[config.mk]
export PLATFORM = sky130hd
export DESIGN_NAME = brf_mem_dev_flat
export DESIGN_NICKNAME = d
export VERILOG_FILES = /design/src/hdl/brf_pkg.sv /design/src/hdl/brf_if.sv /design/src/hdl/brf_mem_dev.sv /design/src/flat_wrapper.sv
export SDC_FILE = /design/constraint.sdc
export NUM_CORES = 1
export LEC_CHECK = 0
export ABC_CLOCK_PERIOD_IN_PS = 5400
export BUFFER_PORTS_ARGS = -buffer_cell sky130_fd_sc_hd__clkbuf_2
export CORE_ASPECT_RATIO = 0.7
export CORE_UTILIZATION = 50
export CTS_BUF_LIST = sky130_fd_sc_hd__clkbuf_4
export DETAILED_ROUTE_END_ITERATION = 8
export PLACE_DENSITY = 0.77
export SLEW_MARGIN = 20
export SYNTH_ARGS = -nofsm -noshare
export SYNTH_HDL_FRONTEND = slang
export SYNTH_SLANG_ARGS = --single-unit
export TNS_END_PERCENT = 30
[constraint.sdc]
create_clock -name CLOCK_IN -period 5.4 [get_ports CLOCK_IN]
set_clock_uncertainty 0.05 [all_clocks]
set_input_delay 0.27 -clock CLOCK_IN [delete_from_list [all_inputs] [get_ports CLOCK_IN]]
set_output_delay 0.27 -clock CLOCK_IN [all_outputs]
set_load 0.02 [all_outputs]
[src/hdl/brf_pkg.sv]
// Shared constants and types for the block memory and its fabric driver.
package brf_pkg;

  // ------------------------------------------------------------------
  // Modes and sequencer states
  // ------------------------------------------------------------------
  typedef enum logic [1:0] {
    BRF_MODE_RAM = 2'b00,
    BRF_MODE_ROM = 2'b01,
    BRF_MODE_FIFO = 2'b10
  } brf_mode_e;

  typedef enum logic [2:0] {
    BRF_SEQ_BOOT = 3'b000,
    BRF_SEQ_IDLE = 3'b001,
    BRF_SEQ_QUIET = 3'b010,
    BRF_SEQ_HOLD = 3'b011,
    BRF_SEQ_SETTLE = 3'b100
  } brf_seq_e;

  // ------------------------------------------------------------------
  // Default sizes and flag levels
  // ------------------------------------------------------------------
  localparam int BRF_DATA_W = 16;
  localparam int BRF_ADDR_W = 4;
  localparam int BRF_AF_LEVEL = 12;
  localparam int BRF_AE_LEVEL = 2;

  // Select decode: both select bits high, full/empty input low.
  localparam logic [2:0] BRF_WR_SEL_MATCH = 3'b011;
  localparam logic [2:0] BRF_RD_SEL_MATCH = 3'b011;
  localparam logic [1:0] BRF_SEL_DRIVE = 2'b11;

  // ------------------------------------------------------------------
  // Timing
  // ------------------------------------------------------------------
  localparam int BRF_CLK_KHZ = 25000;
  localparam int BRF_MEM_FMAX_KHZ = 25000;
  localparam int BRF_STEADY_NS = 1000000 / BRF_MEM_FMAX_KHZ;
  localparam int BRF_STEADY_RAW = (BRF_STEADY_NS * BRF_CLK_KHZ + 999999) / 1000000;
  localparam int BRF_STEADY_CYC = (BRF_STEADY_RAW < 1) ? 1 : BRF_STEADY_RAW;
  localparam int BRF_CE_LOW_CYC = 1;
  localparam int BRF_CE_HOLD_CYC = 1;
  localparam int BRF_CNT_W = 8;

endpackage : brf_pkg

[src/hdl/brf_if.sv]
// Connection between the block memory and the fabric logic that drives it.
interface brf_if #(
  parameter int DATA_W = brf_pkg::BRF_DATA_W,
  parameter int ADDR_W = brf_pkg::BRF_ADDR_W
);
  // Driven by the fabric logic.
  brf_pkg::brf_mode_e mode;
  logic gsr_enable;
  logic sync_reset_sel;
  logic global_set_reset;
  logic fifo_reset;
  logic read_pointer_clear;
  logic write_port_clock;
  logic read_port_clock;
  logic wr_ce;
  logic rd_ce;
  logic wr_strobe;
  logic drain_strobe;
  logic [1:0] write_port_select;
  logic [1:0] read_port_select;
  logic full_input;
  logic empty_input;
  logic output_register_enable;
  logic output_read_enable;
  logic [DATA_W/8-1:0] byte_lane_enable;
  logic [ADDR_W-1:0] addr;
  logic [DATA_W-1:0] wr_data;
  // Driven by the memory.
  logic [DATA_W-1:0] rd_data;
  logic read_ack;
  logic full_flag;
  logic almost_full_flag;
  logic empty_flag;
  logic almost_empty_flag;

  modport dev (
    input mode, gsr_enable, sync_reset_sel, global_set_reset, fifo_reset,
    input read_pointer_clear, write_port_clock, read_port_clock, wr_ce, rd_ce,
    input wr_strobe, drain_strobe, write_port_select, read_port_select,
    input full_input, empty_input, output_register_enable, output_read_enable,
    input byte_lane_enable, addr, wr_data,
    output rd_data, read_ack, full_flag, almost_full_flag, empty_flag,
    output almost_empty_flag
  );

  modport usr (
    output mode, gsr_enable, sync_reset_sel, global_set_reset, fifo_reset,
    output read_pointer_clear, write_port_clock, read_port_clock, wr_ce, rd_ce,
    output wr_strobe, drain_strobe, write_port_select, read_port_select,
    output full_input, empty_input, output_register_enable, output_read_enable,
    output byte_lane_enable, addr, wr_data,
    input rd_data, read_ack, full_flag, almost_full_flag, empty_flag,
    input almost_empty_flag
  );
endinterface : brf_if

[src/hdl/brf_mem_dev.sv]
// Embedded block memory usable as RAM, ROM or FIFO with hard pointers and flags.

module brf_mem_dev #(
  parameter int DATA_W = brf_pkg::BRF_DATA_W,
  parameter int ADDR_W = brf_pkg::BRF_ADDR_W,
  parameter int AF_LEVEL = brf_pkg::BRF_AF_LEVEL,
  parameter int AE_LEVEL = brf_pkg::BRF_AE_LEVEL
) (
  input wire logic CLOCK_IN,
  input wire logic RESET_N_IN,
  input wire logic CLK_EN_IN,
  brf_if.dev MEM_IF
);
  import brf_pkg::*;

  localparam int DEPTH = 1 << ADDR_W;
  localparam int NBYTE = DATA_W / 8;
  localparam logic [ADDR_W:0] FILL_FULL = DEPTH[ADDR_W:0];
  localparam logic [ADDR_W:0] FILL_AF = AF_LEVEL[ADDR_W:0];
  localparam logic [ADDR_W:0] FILL_AE = AE_LEVEL[ADDR_W:0];
  localparam logic [ADDR_W:0] PTR_ONE = {{ADDR_W{1'b0}}, 1'b1};

  // Storage is not reset; only pointers, flags, output stages and port clock history are.
  logic [DATA_W-1:0] mem [DEPTH];

  logic [ADDR_W:0] wr_ptr_reg;
  logic [ADDR_W:0] wr_ptr_next;
  logic [ADDR_W:0] rd_ptr_reg;
  logic [ADDR_W:0] rd_ptr_next;
  logic wr_tick_d_reg;
  logic rd_tick_d_reg;
  logic [DATA_W-1:0] rd_q_reg;
  logic [DATA_W-1:0] rd_data_reg;
  logic read_ack_reg;
  logic full_flag_reg;
  logic almost_full_flag_reg;
  logic empty_flag_reg;
  logic almost_empty_flag_reg;

  // ------------------------------------------------------------------
  // Mode and reset decoding
  // ------------------------------------------------------------------
  // The global set/reset cannot be masked in FIFO mode, so a FIFO always
  // comes up empty; in RAM and ROM it may be turned off to keep contents.
  wire fifo_mode = (MEM_IF.mode == BRF_MODE_FIFO);
  wire rom_mode = (MEM_IF.mode == BRF_MODE_ROM);
  wire gsr_active = MEM_IF.global_set_reset & (MEM_IF.gsr_enable | fifo_mode);
  wire rst_async = MEM_IF.fifo_reset & (fifo_mode | ~MEM_IF.sync_reset_sel);
  wire rst_sync = MEM_IF.fifo_reset & ~fifo_mode & MEM_IF.sync_reset_sel;
  wire core_rst_n = RESET_N_IN & ~gsr_active & ~rst_async;
  wire rd_rst_n = core_rst_n & ~(fifo_mode & MEM_IF.read_pointer_clear);

  // ------------------------------------------------------------------
  // Port clocks and selects
  // ------------------------------------------------------------------
  // Each port only acts on a rising edge of its own port clock, seen as a
  // change from low to high between two edges of the system clock.
  wire wr_edge = MEM_IF.write_port_clock & ~wr_tick_d_reg;
  wire rd_edge = MEM_IF.read_port_clock & ~rd_tick_d_reg;
  wire [2:0] wr_sel_bits = {MEM_IF.full_input, MEM_IF.write_port_select};
  wire [2:0] rd_sel_bits = {MEM_IF.empty_input, MEM_IF.read_port_select};
  wire wr_sel = (wr_sel_bits == BRF_WR_SEL_MATCH);
  wire rd_sel = (rd_sel_bits == BRF_RD_SEL_MATCH);

  // ------------------------------------------------------------------
  // Fill level and flag decoding
  // ------------------------------------------------------------------
  wire [ADDR_W:0] fill_now = wr_ptr_reg - rd_ptr_reg;
  wire full_now = (fill_now == FILL_FULL);
  wire empty_now = (fill_now == {(ADDR_W + 1){1'b0}});

  // The hard flags also guard the pointers, so a careless driver can
  // never overrun or underrun the storage.
  wire wr_go = CLK_EN_IN & wr_edge & MEM_IF.wr_ce & wr_sel & MEM_IF.wr_strobe
    & ~rom_mode & ~(fifo_mode & full_now);
  wire fifo_rd_go = CLK_EN_IN & rd_edge & MEM_IF.rd_ce & rd_sel & MEM_IF.drain_strobe
    & fifo_mode & ~empty_now;
  wire ram_rd_go = CLK_EN_IN & rd_edge & MEM_IF.rd_ce & rd_sel & ~fifo_mode;
  wire rd_go = fifo_rd_go | ram_rd_go;

  wire [ADDR_W-1:0] wr_addr = fifo_mode ? wr_ptr_reg[ADDR_W-1:0] : MEM_IF.addr;
  wire [ADDR_W-1:0] rd_addr = fifo_mode ? rd_ptr_reg[ADDR_W-1:0] : MEM_IF.addr;
  wire out_load = CLK_EN_IN & MEM_IF.output_register_enable
    & (~fifo_mode | MEM_IF.output_read_enable);

  assign wr_ptr_next = (wr_go & fifo_mode) ? (wr_ptr_reg + PTR_ONE) : wr_ptr_reg;
  assign rd_ptr_next = fifo_rd_go ? (rd_ptr_reg + PTR_ONE) : rd_ptr_reg;

  wire [ADDR_W:0] fill_next = wr_ptr_next - rd_ptr_next;
  wire full_next = fifo_mode & (fill_next == FILL_FULL);
  wire almost_full_next = fifo_mode & (fill_next >= FILL_AF);
  wire empty_next = ~fifo_mode | (fill_next == {(ADDR_W + 1){1'b0}});
  wire almost_empty_next = ~fifo_mode | (fill_next <= FILL_AE);

  // ------------------------------------------------------------------
  // Port clock edge history
  // ------------------------------------------------------------------
  always_ff @(posedge CLOCK_IN or negedge RESET_N_IN) begin
    if (!RESET_N_IN) begin
      wr_tick_d_reg <= 1'b0;
      rd_tick_d_reg <= 1'b0;
    end else if (CLK_EN_IN) begin
      wr_tick_d_reg <= MEM_IF.write_port_clock;
      rd_tick_d_reg <= MEM_IF.read_port_clock;
    end
  end

  // ------------------------------------------------------------------
  // Write pointer
  // ------------------------------------------------------------------
  // Both pointers drop at once on the asynchronous resets, with no clock.
  always_ff @(posedge CLOCK_IN or negedge core_rst_n) begin
    if (!core_rst_n) begin
      wr_ptr_reg <= '0;
    end else if (CLK_EN_IN) begin
      wr_ptr_reg <= wr_ptr_next;
    end
  end

  // ------------------------------------------------------------------
  // Read pointer
  // ------------------------------------------------------------------
  // The pointer clear leaves the write pointer alone, so the data already
  // written can be read again from the start.
  always_ff @(posedge CLOCK_IN or negedge rd_rst_n) begin
    if (!rd_rst_n) begin
      rd_ptr_reg <= '0;
    end else if (CLK_EN_IN) begin
      rd_ptr_reg <= rd_ptr_next;
    end
  end

  // ------------------------------------------------------------------
  // Storage write with byte lanes
  // ------------------------------------------------------------------
  always_ff @(posedge CLOCK_IN) begin
    for (int b = 0; b < NBYTE; b++) begin
      if (wr_go && MEM_IF.byte_lane_enable[b]) begin
        mem[wr_addr][b*8 +: 8] <= MEM_IF.wr_data[b*8 +: 8];
      end
    end
  end

  // ------------------------------------------------------------------
  // Read stage and output register
  // ------------------------------------------------------------------
  // The synchronous reset option only clears the output stages; it is
  // seen at a clock edge, so it needs no ordering against the enables.
  always_ff @(posedge CLOCK_IN or negedge core_rst_n) begin
    if (!core_rst_n) begin
      rd_q_reg <= '0;
      read_ack_reg <= 1'b0;
    end else if (CLK_EN_IN) begin
      if (rst_sync) begin
        rd_q_reg <= '0;
        read_ack_reg <= 1'b0;
      end else begin
        read_ack_reg <= rd_go;
        if (rd_go) begin
          rd_q_reg <= mem[rd_addr];
        end
      end
    end
  end

  always_ff @(posedge CLOCK_IN or negedge core_rst_n) begin
    if (!core_rst_n) begin
      rd_data_reg <= '0;
    end else if (rst_sync && CLK_EN_IN) begin
      rd_data_reg <= '0;
    end else if (out_load) begin
      rd_data_reg <= rd_q_reg;
    end
  end

  // ------------------------------------------------------------------
  // Flags
  // ------------------------------------------------------------------
  // Flags follow the pointers one edge late after a pointer clear, since
  // they are registered from the settled fill level.
  always_ff @(posedge CLOCK_IN or negedge core_rst_n) begin
    if (!core_rst_n) begin
      full_flag_reg <= 1'b0;
      almost_full_flag_reg <= 1'b0;
      empty_flag_reg <= 1'b1;
      almost_empty_flag_reg <= 1'b1;
    end else if (CLK_EN_IN) begin
      full_flag_reg <= full_next;
      almost_full_flag_reg <= almost_full_next;
      empty_flag_reg <= empty_next;
      almost_empty_flag_reg <= almost_empty_next;
    end
  end

  // ------------------------------------------------------------------
  // Outputs
  // ------------------------------------------------------------------
  assign MEM_IF.rd_data = rd_data_reg;
  assign MEM_IF.read_ack = read_ack_reg;
  assign MEM_IF.full_flag = full_flag_reg;
  assign MEM_IF.almost_full_flag = almost_full_flag_reg;
  assign MEM_IF.empty_flag = empty_flag_reg;
  assign MEM_IF.almost_empty_flag = almost_empty_flag_reg;

endmodule : brf_mem_dev

[src/flat_wrapper.sv]
// flat-port wrapper written by rule: the top's interface ports become plain ports
module brf_mem_dev_flat import brf_pkg::*;
#(
  parameter int DATA_W = brf_pkg::BRF_DATA_W,
  parameter int ADDR_W = brf_pkg::BRF_ADDR_W,
  parameter int AF_LEVEL = brf_pkg::BRF_AF_LEVEL,
  parameter int AE_LEVEL = brf_pkg::BRF_AE_LEVEL
)
  (CLOCK_IN, RESET_N_IN, CLK_EN_IN, MEM_IF_mode, MEM_IF_gsr_enable, MEM_IF_sync_reset_sel, MEM_IF_global_set_reset, MEM_IF_fifo_reset, MEM_IF_read_pointer_clear, MEM_IF_write_port_clock, MEM_IF_read_port_clock, MEM_IF_wr_ce, MEM_IF_rd_ce, MEM_IF_wr_strobe, MEM_IF_drain_strobe, MEM_IF_write_port_select, MEM_IF_read_port_select, MEM_IF_full_input, MEM_IF_empty_input, MEM_IF_output_register_enable, MEM_IF_output_read_enable, MEM_IF_byte_lane_enable, MEM_IF_addr, MEM_IF_wr_data, MEM_IF_rd_data, MEM_IF_read_ack, MEM_IF_full_flag, MEM_IF_almost_full_flag, MEM_IF_empty_flag, MEM_IF_almost_empty_flag);
  brf_if #(.DATA_W(DATA_W), .ADDR_W(ADDR_W)) MEM_IF_i ();
  input wire logic CLOCK_IN;
  input wire logic RESET_N_IN;
  input wire logic CLK_EN_IN;
  input wire logic [$bits(MEM_IF_i.mode)-1:0] MEM_IF_mode;
  input wire logic [$bits(MEM_IF_i.gsr_enable)-1:0] MEM_IF_gsr_enable;
  input wire logic [$bits(MEM_IF_i.sync_reset_sel)-1:0] MEM_IF_sync_reset_sel;
  input wire logic [$bits(MEM_IF_i.global_set_reset)-1:0] MEM_IF_global_set_reset;
  input wire logic [$bits(MEM_IF_i.fifo_reset)-1:0] MEM_IF_fifo_reset;
  input wire logic [$bits(MEM_IF_i.read_pointer_clear)-1:0] MEM_IF_read_pointer_clear;
  input wire logic [$bits(MEM_IF_i.write_port_clock)-1:0] MEM_IF_write_port_clock;
  input wire logic [$bits(MEM_IF_i.read_port_clock)-1:0] MEM_IF_read_port_clock;
  input wire logic [$bits(MEM_IF_i.wr_ce)-1:0] MEM_IF_wr_ce;
  input wire logic [$bits(MEM_IF_i.rd_ce)-1:0] MEM_IF_rd_ce;
  input wire logic [$bits(MEM_IF_i.wr_strobe)-1:0] MEM_IF_wr_strobe;
  input wire logic [$bits(MEM_IF_i.drain_strobe)-1:0] MEM_IF_drain_strobe;
  input wire logic [$bits(MEM_IF_i.write_port_select)-1:0] MEM_IF_write_port_select;
  input wire logic [$bits(MEM_IF_i.read_port_select)-1:0] MEM_IF_read_port_select;
  input wire logic [$bits(MEM_IF_i.full_input)-1:0] MEM_IF_full_input;
  input wire logic [$bits(MEM_IF_i.empty_input)-1:0] MEM_IF_empty_input;
  input wire logic [$bits(MEM_IF_i.output_register_enable)-1:0] MEM_IF_output_register_enable;
  input wire logic [$bits(MEM_IF_i.output_read_enable)-1:0] MEM_IF_output_read_enable;
  input wire logic [$bits(MEM_IF_i.byte_lane_enable)-1:0] MEM_IF_byte_lane_enable;
  input wire logic [$bits(MEM_IF_i.addr)-1:0] MEM_IF_addr;
  input wire logic [$bits(MEM_IF_i.wr_data)-1:0] MEM_IF_wr_data;
  output wire logic [$bits(MEM_IF_i.rd_data)-1:0] MEM_IF_rd_data;
  output wire logic [$bits(MEM_IF_i.read_ack)-1:0] MEM_IF_read_ack;
  output wire logic [$bits(MEM_IF_i.full_flag)-1:0] MEM_IF_full_flag;
  output wire logic [$bits(MEM_IF_i.almost_full_flag)-1:0] MEM_IF_almost_full_flag;
  output wire logic [$bits(MEM_IF_i.empty_flag)-1:0] MEM_IF_empty_flag;
  output wire logic [$bits(MEM_IF_i.almost_empty_flag)-1:0] MEM_IF_almost_empty_flag;
  assign MEM_IF_i.mode = MEM_IF_mode;
  assign MEM_IF_i.gsr_enable = MEM_IF_gsr_enable;
  assign MEM_IF_i.sync_reset_sel = MEM_IF_sync_reset_sel;
  assign MEM_IF_i.global_set_reset = MEM_IF_global_set_reset;
  assign MEM_IF_i.fifo_reset = MEM_IF_fifo_reset;
  assign MEM_IF_i.read_pointer_clear = MEM_IF_read_pointer_clear;
  assign MEM_IF_i.write_port_clock = MEM_IF_write_port_clock;
  assign MEM_IF_i.read_port_clock = MEM_IF_read_port_clock;
  assign MEM_IF_i.wr_ce = MEM_IF_wr_ce;
  assign MEM_IF_i.rd_ce = MEM_IF_rd_ce;
  assign MEM_IF_i.wr_strobe = MEM_IF_wr_strobe;
  assign MEM_IF_i.drain_strobe = MEM_IF_drain_strobe;
  assign MEM_IF_i.write_port_select = MEM_IF_write_port_select;
  assign MEM_IF_i.read_port_select = MEM_IF_read_port_select;
  assign MEM_IF_i.full_input = MEM_IF_full_input;
  assign MEM_IF_i.empty_input = MEM_IF_empty_input;
  assign MEM_IF_i.output_register_enable = MEM_IF_output_register_enable;
  assign MEM_IF_i.output_read_enable = MEM_IF_output_read_enable;
  assign MEM_IF_i.byte_lane_enable = MEM_IF_byte_lane_enable;
  assign MEM_IF_i.addr = MEM_IF_addr;
  assign MEM_IF_i.wr_data = MEM_IF_wr_data;
  assign MEM_IF_rd_data = MEM_IF_i.rd_data;
  assign MEM_IF_read_ack = MEM_IF_i.read_ack;
  assign MEM_IF_full_flag = MEM_IF_i.full_flag;
  assign MEM_IF_almost_full_flag = MEM_IF_i.almost_full_flag;
  assign MEM_IF_empty_flag = MEM_IF_i.empty_flag;
  assign MEM_IF_almost_empty_flag = MEM_IF_i.almost_empty_flag;
  brf_mem_dev #(.DATA_W(DATA_W), .ADDR_W(ADDR_W), .AF_LEVEL(AF_LEVEL), .AE_LEVEL(AE_LEVEL)) u_core (.CLOCK_IN(CLOCK_IN), .RESET_N_IN(RESET_N_IN), .CLK_EN_IN(CLK_EN_IN), .MEM_IF(MEM_IF_i));
endmodule
After elaboration in Yosys (flattened, before gate mapping)
Memories as Yosys holds them, arrays and structs flattened.
Index checks and enable logic that the tools add are counted.
{"block": "word_totals", "elab_cells": 90, "mem_count": 1, "input_bits": 46, "ramBits": 256, "ff_bits": 49, "latchBits": 0, "romBits": 0}
{"memory": "u_core.mem", "words": 16, "word_bits": 16, "rd": 1, "rd_clocked_by_memory_dff": 0, "write_ports": 1, "line_no": "brf_mem_dev.sv:24", "source": "logic [DATA_W-1:0] mem [DEPTH];"}
{"block": "classes", "muxes": 13, "order_cmp": 2, "bitwise": 45, "n_mul": 0, "n_reduce_logical": 8, "n_addsub": 4, "n_div": 0, "eq_ne": 6, "n_shift": 0}
{"cell": "16-bit two-way mux", "count": 4}
{"cell": "1-bit bitwise AND", "count": 29}
{"cell": "5-bit by 1-bit adder with 5-bit output, second input constant", "count": 2}
{"cell": "5-bit equality test, second input constant", "count": 2}
{"cell": "5-bit logical NOT", "count": 2}
{"cell": "5-bit two-way mux", "count": 2}
{"cell": "1-bit inverter", "count": 10}
{"cell": "5-bit subtractor", "count": 2}
{"cell": "4-bit two-way mux", "count": 2}
{"cell": "3-bit by 2-bit equality test with 1-bit output, second input constant", "count": 2}
{"cell": "1-bit bitwise OR", "count": 6}
{"cell": "5-bit by 4-bit >= comparator with 1-bit output, second input constant", "count": 1}
{"cell": "5-bit by 2-bit <= comparator with 1-bit output, second input constant", "count": 1}
{"cell": "1-bit two-way mux", "count": 5}
{"cell": "2-bit nonzero test", "count": 2}
{"cell": "1-bit logical AND", "count": 3}
{"cell": "2-bit by 1-bit equality test with 1-bit output, second input constant", "count": 1}
{"cell": "2-bit equality test, second input constant", "count": 1}
{"cell": "2-bit AND reduction", "count": 1}

Depth between registers and ports, before layout
{"block": "logic_depth", "ltp_word": 13, "mapped_depth": 16, "depth_no_buf": 16}

Worst setup path after synthesis
No wires, ideal clock.
{"block": "synth_timing", "kind": "reg2reg", "from": "register u_core.rd_ptr_reg[3]", "to": "register u_core.empty_flag_reg (netlist: u_core.MEM_IF.empty_flag)", "path_stages_with_launch": 15, "n_path_buf": 0, "arrival_ns": 3.428, "required_ns": 5.269, "setup_slack_ns": 1.840, "path_cell_list": "dfrtp_1 -> inv_1 -> ha_1 -> nor3b_1 -> o221ai_1 -> a211oi_1 -> nor2_1 -> and4_1 -> xnor2_1 -> inv_1 -> ha_1 -> inv_1 -> mux2_4 -> a2111o_1 -> o211ai_1"}
{"block": "synth_via", "elab_chain_cells": 10, "word_cells_on_any_way": 15, "classes_between": "add/sub (3); eq/ne (1); mux (2); bitwise (7); reduce/logical (2)"}
{"item": "from (decl)", "line_no": "brf_mem_dev.sv:28", "source": "logic [ADDR_W:0] rd_ptr_reg;"}
{"item": "from (signal assigned)", "line_no": "brf_mem_dev.sv:129", "source": "rd_ptr_reg <= rd_ptr_next;"}
{"item": "5-bit subtractor", "line_no": "brf_mem_dev.sv:68", "source": "wire [ADDR_W:0] fill_now = wr_ptr_reg - rd_ptr_reg;"}
{"item": "5-bit equality test", "line_no": "brf_mem_dev.sv:69", "source": "wire full_now = (fill_now == FILL_FULL);"}
{"item": "1-bit bitwise AND", "line_no": "brf_mem_dev.sv:75", "source": "& ~rom_mode & ~(fifo_mode & full_now);"}
{"item": "1-bit inverter", "line_no": "brf_mem_dev.sv:75"}
{"item": "1-bit bitwise AND", "line_no": "brf_mem_dev.sv:75"}
{"item": "1-bit bitwise AND", "line_no": "brf_mem_dev.sv:86", "source": "assign wr_ptr_next = (wr_go & fifo_mode) ? (wr_ptr_reg + PTR_ONE) : wr_ptr_reg;"}
{"item": "5-bit two-way mux", "line_no": "brf_mem_dev.sv:86"}
{"item": "5-bit subtractor (*)", "line_no": "brf_mem_dev.sv:89", "source": "wire [ADDR_W:0] fill_next = wr_ptr_next - rd_ptr_next;"}
{"item": "5-bit logical NOT (*)", "line_no": "brf_mem_dev.sv:92", "source": "wire empty_next = ~fifo_mode | (fill_next == {(ADDR_W + 1){1'b0}});"}
{"item": "1-bit bitwise OR (*)", "line_no": "brf_mem_dev.sv:92"}
{"item": "to (signal assigned)", "line_no": "brf_mem_dev.sv:190", "source": "empty_flag_reg <= empty_next;"}
{"item": "to (decl)", "line_no": "brf_mem_dev.sv:37", "source": "logic empty_flag_reg;"}
Every way passes the cells marked *; elsewhere a longest branch is shown, timed or not.
A chain may end at the register's enable or synchronous reset.

Worst setup path in the final report
{"block": "layout_timing", "from": "register u_core.wr_ptr_reg[3]", "to": "register u_core.full_flag_reg (netlist: u_core.MEM_IF.full_flag)"}
{"block": "layout_via", "elab_chain_cells": 10, "word_cells_on_any_way": 15, "classes_between": "add/sub (3); eq/ne (2); mux (2); bitwise (7); reduce/logical (1)"}
{"item": "from (decl)", "line_no": "brf_mem_dev.sv:26", "source": "logic [ADDR_W:0] wr_ptr_reg;"}
{"item": "from (signal assigned)", "line_no": "brf_mem_dev.sv:116", "source": "wr_ptr_reg <= wr_ptr_next;"}
{"item": "5-bit subtractor", "line_no": "brf_mem_dev.sv:68"}
{"item": "5-bit equality test", "line_no": "brf_mem_dev.sv:69"}
{"item": "1-bit bitwise AND", "line_no": "brf_mem_dev.sv:75"}
{"item": "1-bit inverter", "line_no": "brf_mem_dev.sv:75"}
{"item": "1-bit bitwise AND", "line_no": "brf_mem_dev.sv:75"}
{"item": "1-bit bitwise AND", "line_no": "brf_mem_dev.sv:86"}
{"item": "5-bit two-way mux", "line_no": "brf_mem_dev.sv:86"}
{"item": "5-bit subtractor (*)", "line_no": "brf_mem_dev.sv:89"}
{"item": "5-bit equality test (*)", "line_no": "brf_mem_dev.sv:90", "source": "wire full_next = fifo_mode & (fill_next == FILL_FULL);"}
{"item": "1-bit bitwise AND (*)", "line_no": "brf_mem_dev.sv:90"}
{"item": "to (signal assigned)", "line_no": "brf_mem_dev.sv:188", "source": "full_flag_reg <= full_next;"}
{"item": "to (decl)", "line_no": "brf_mem_dev.sv:35", "source": "logic full_flag_reg;"}
Marked as above.

==> metrics.cfg <==
[cts]
path_clk_slew_ns = 0.07
clock_sinks = 305
clkLatencyLatePin_ns = 0.70
ctsRootBufferMaster = clkbuf_4
cts_made_buffers = 72
tritoncts = done
htree_levels = 3
clock_path_buffers = 3
cts.repair.resized = 0

[sta]
slew_headroom_pct = 26.0
timing.setup.tns_ns = 0
max_clock_freq_ghz = 0.239
finalHoldViolCount = 0
hold_ws_ns = 0.0658
worst_pin_slew_ns = 1.11
rsz0062_at_grt = no
period_needed_ns = 4.19
setup-violations-final = 0
finalCritPeriodShare_pct = 77.5
slew_violations = 0

[final_layout]
postLayoutCoreUtil_pct = 59.1
seqCellArea_um2 = 8920
multi_input_area_um2 = 3450
diodes = 0
n_fill_cell = 1882
drive_gt1_share_pct = 29.5
layout.cells.non_filler = 1264
nets = 936
largest_register_ff_count = 256
area_growth_pct = 16.3

[synthesis]
syn_avg_cell_area_um2 = 17.2
async_flop_share_pct = 16.1
synth_edf_count = 256
yosysWarnings = 0
synth_area_leaders = edfxtp_1 61%, mux4_2 12%, dfrtp_1 9.4%, mux2i_1 2.6%, nand2_1 2.5%
syn_area_um2 = 12500
synth_largest_area_cell = edfxtp_1
syn_nets = 785
synth_flop_cell = edfxtp_1
syn_inst = 729
synth_top_area_share_pct = 61.4
ys_seq_elements = 305
synth-seq-area-share_pct = 71.2
synth_cell_types = 55

[hold_path]
min_path_cells = 5
holdCritPathClass = in2reg

[critical_path]
crit_cells = 13
path_cells = ha_1 -> nor3b_1 -> o221ai_1 -> a211oi_1 -> nor2_1 -> and4_1 -> xnor2_1 -> inv_1 -> ha_1 -> inv_1 -> mux2_4 -> a2111oi_0 -> a22o_1
crit_fanout = 8
r2r_cells = 13
critical_path.startpoint_type = flip-flop
path_class = reg2reg
rrSetupSlack_ns = 1.21
slowest_delay_ns = 0.52
endpoint_kind = flip-flop
cp_top_family = compound AO/OA/AOI/OAI gates
critPathArrivalTime_ns = 4.74
crit_buf_inv = 2
required_ns = 5.95
slowest_stage = a211oi_1

[route]
dr.pass1.iters = 6
dr_total_vias = 7233
wire_per_inst_um = 21.4
route.detailed.drc = 0
drt_iter0_markers = 696
routed_wl_um = 27000
viasPerCell = 5.72
ant_nets = 0

[placement]
place_hpwl_um = 17500
portBuffers = 66
gp_congestion = 0.846
placed_cells = 1104

[floorplanning]
rows = 48
start_util_pct = 50.8
die_w_um = 191
fp.coreArea_um2 = 24600
fp.dieH_um = 134
io_pins = 67
dieArea_um2 = 25700

[flow_run]
maxCapViolations = 0

[power_and_ir_drop]
vdd_drop_max_uv = 179
p_leak_nw = 5.32
p_per_area_nw_per_um2 = 333
power_mw = 4.84

[global_route]
groute.usage.overall_pct = 22.0
antenna_found_initial = 0
overflow = 0
grt_pass1_wl_um = 41200
grt_pass1_vias = 7243
grt_max_degree = 43

[run_status]
outcome = finished clean

final cells by class:
cell class / count / share of cell area, %
inverter: 22 / 0.568
tap: 325 / 2.79
timing repair buffer: 106 / 4.87
sequential: 305 / 61.3
clock buffer: 113 / 5.83
clock inverter: 20 / 0.920
multi-input combinational: 373 / 23.7
synth_stat cells, types with 8 or more instances:
cell type and count:
inv_1 22, a21oi_1 23, clkbuf_1 17, a31oi_1 9
nand2_1 85, buf_1 10, nor2_1 41, dfrtp_1 47
mux2i_1 33, edfxtp_1 256, o21ai_0 8, mux4_2 64
a32o_1 16, ha_1 9
through the flow:
step | worst slack, ns | cell area, µm²
4_1_cts | 1.30 | 14500
3_3_place_gp | 1.55 | 13300
5_1_grt | 0.960 | 14600
6_report | 1.21 | 14600
2_1_floorplan | 1.21 | 12500
3_5_place_dp | 1.38 | 13300
cells by family (layout without fill, tap and decap cells):
group                    count (synthesis)  count (layout)  share of synthesized area, %
AO/OA/AOI/OAI                           84              84                          4.79
XOR/XNOR                                13              13                         0.910
adder cells (fa/ha/maj)                 10              10                          1.06
buffers and inverters                   51             261                          1.57
flip-flops                             305             305                          71.2
multiplexers                           102             102                          14.6
AND/OR/NAND/NOR                        164             164                          5.79
power breakdown:
part,leakage (nW),total [mW],switching [mW],internal [mW]
Combinational,1.78,0.321,0.189,0.132
Clock,0.587,1.94,0.892,1.05
Sequential,2.95,2.58,0.0124,2.57
Total,5.32,4.84,1.09,3.75
cells in the final DEF, fill, tap and decap left out, drive strengths merged, types with 23 or more instances in the layout:
cell type / instances
edfxtp: 256
clkbuf: 179
nand2: 85
mux4: 64
dfrtp: 47
nor2: 41
mux2i: 33
dlygate4sd3: 26
inv: 24
a21oi: 23
what timing repair did:
| action | CTS | global route |
|---|---|---|
| setup buffers | 0 | 0 |
| endpoints found under the hold margin | 301 | 0 |
| hold buffers | 26 | 0 |
layer usage:
layer | routed length [µm] | up-vias | part of all wire [%] | track usage (%)
li1 | - | 3238 | - | -
met1 | 12200 | 3595 | 45 | 33.0
met2 | 11700 | 357 | 43 | 30.8
met3 | 2640 | 43 | 9.8 | 6.15
met4 | 435 | 0 | 1.6 | 7.58
met5 | 0 | - | 0 | 0
tightest hold or removal path: stages:
cell and delay, ns:
clkbuf_2 0.08, nand4b_1 0.10, nor4_1 0.09, nand4_1 0.12
xnor2_1 0.10
final timing paths:
check	end	from
min	u_core.wr_ptr_reg[4]	MEM_IF_write_port_select[1]
max reg2reg	u_core.MEM_IF.full_flag	u_core.wr_ptr_reg[3]
max in group asynchronous	u_core.rd_q_reg[9]	RESET_N_IN
min in group asynchronous	u_core.rd_ptr_reg[0]	MEM_IF_mode[0]
max	u_core.MEM_IF.full_flag	u_core.wr_ptr_reg[3]
min reg2reg	u_core.rd_q_reg[1]	u_core.rd_q_reg[1]
No activity file was read; power rests on OpenSTA's default activity.
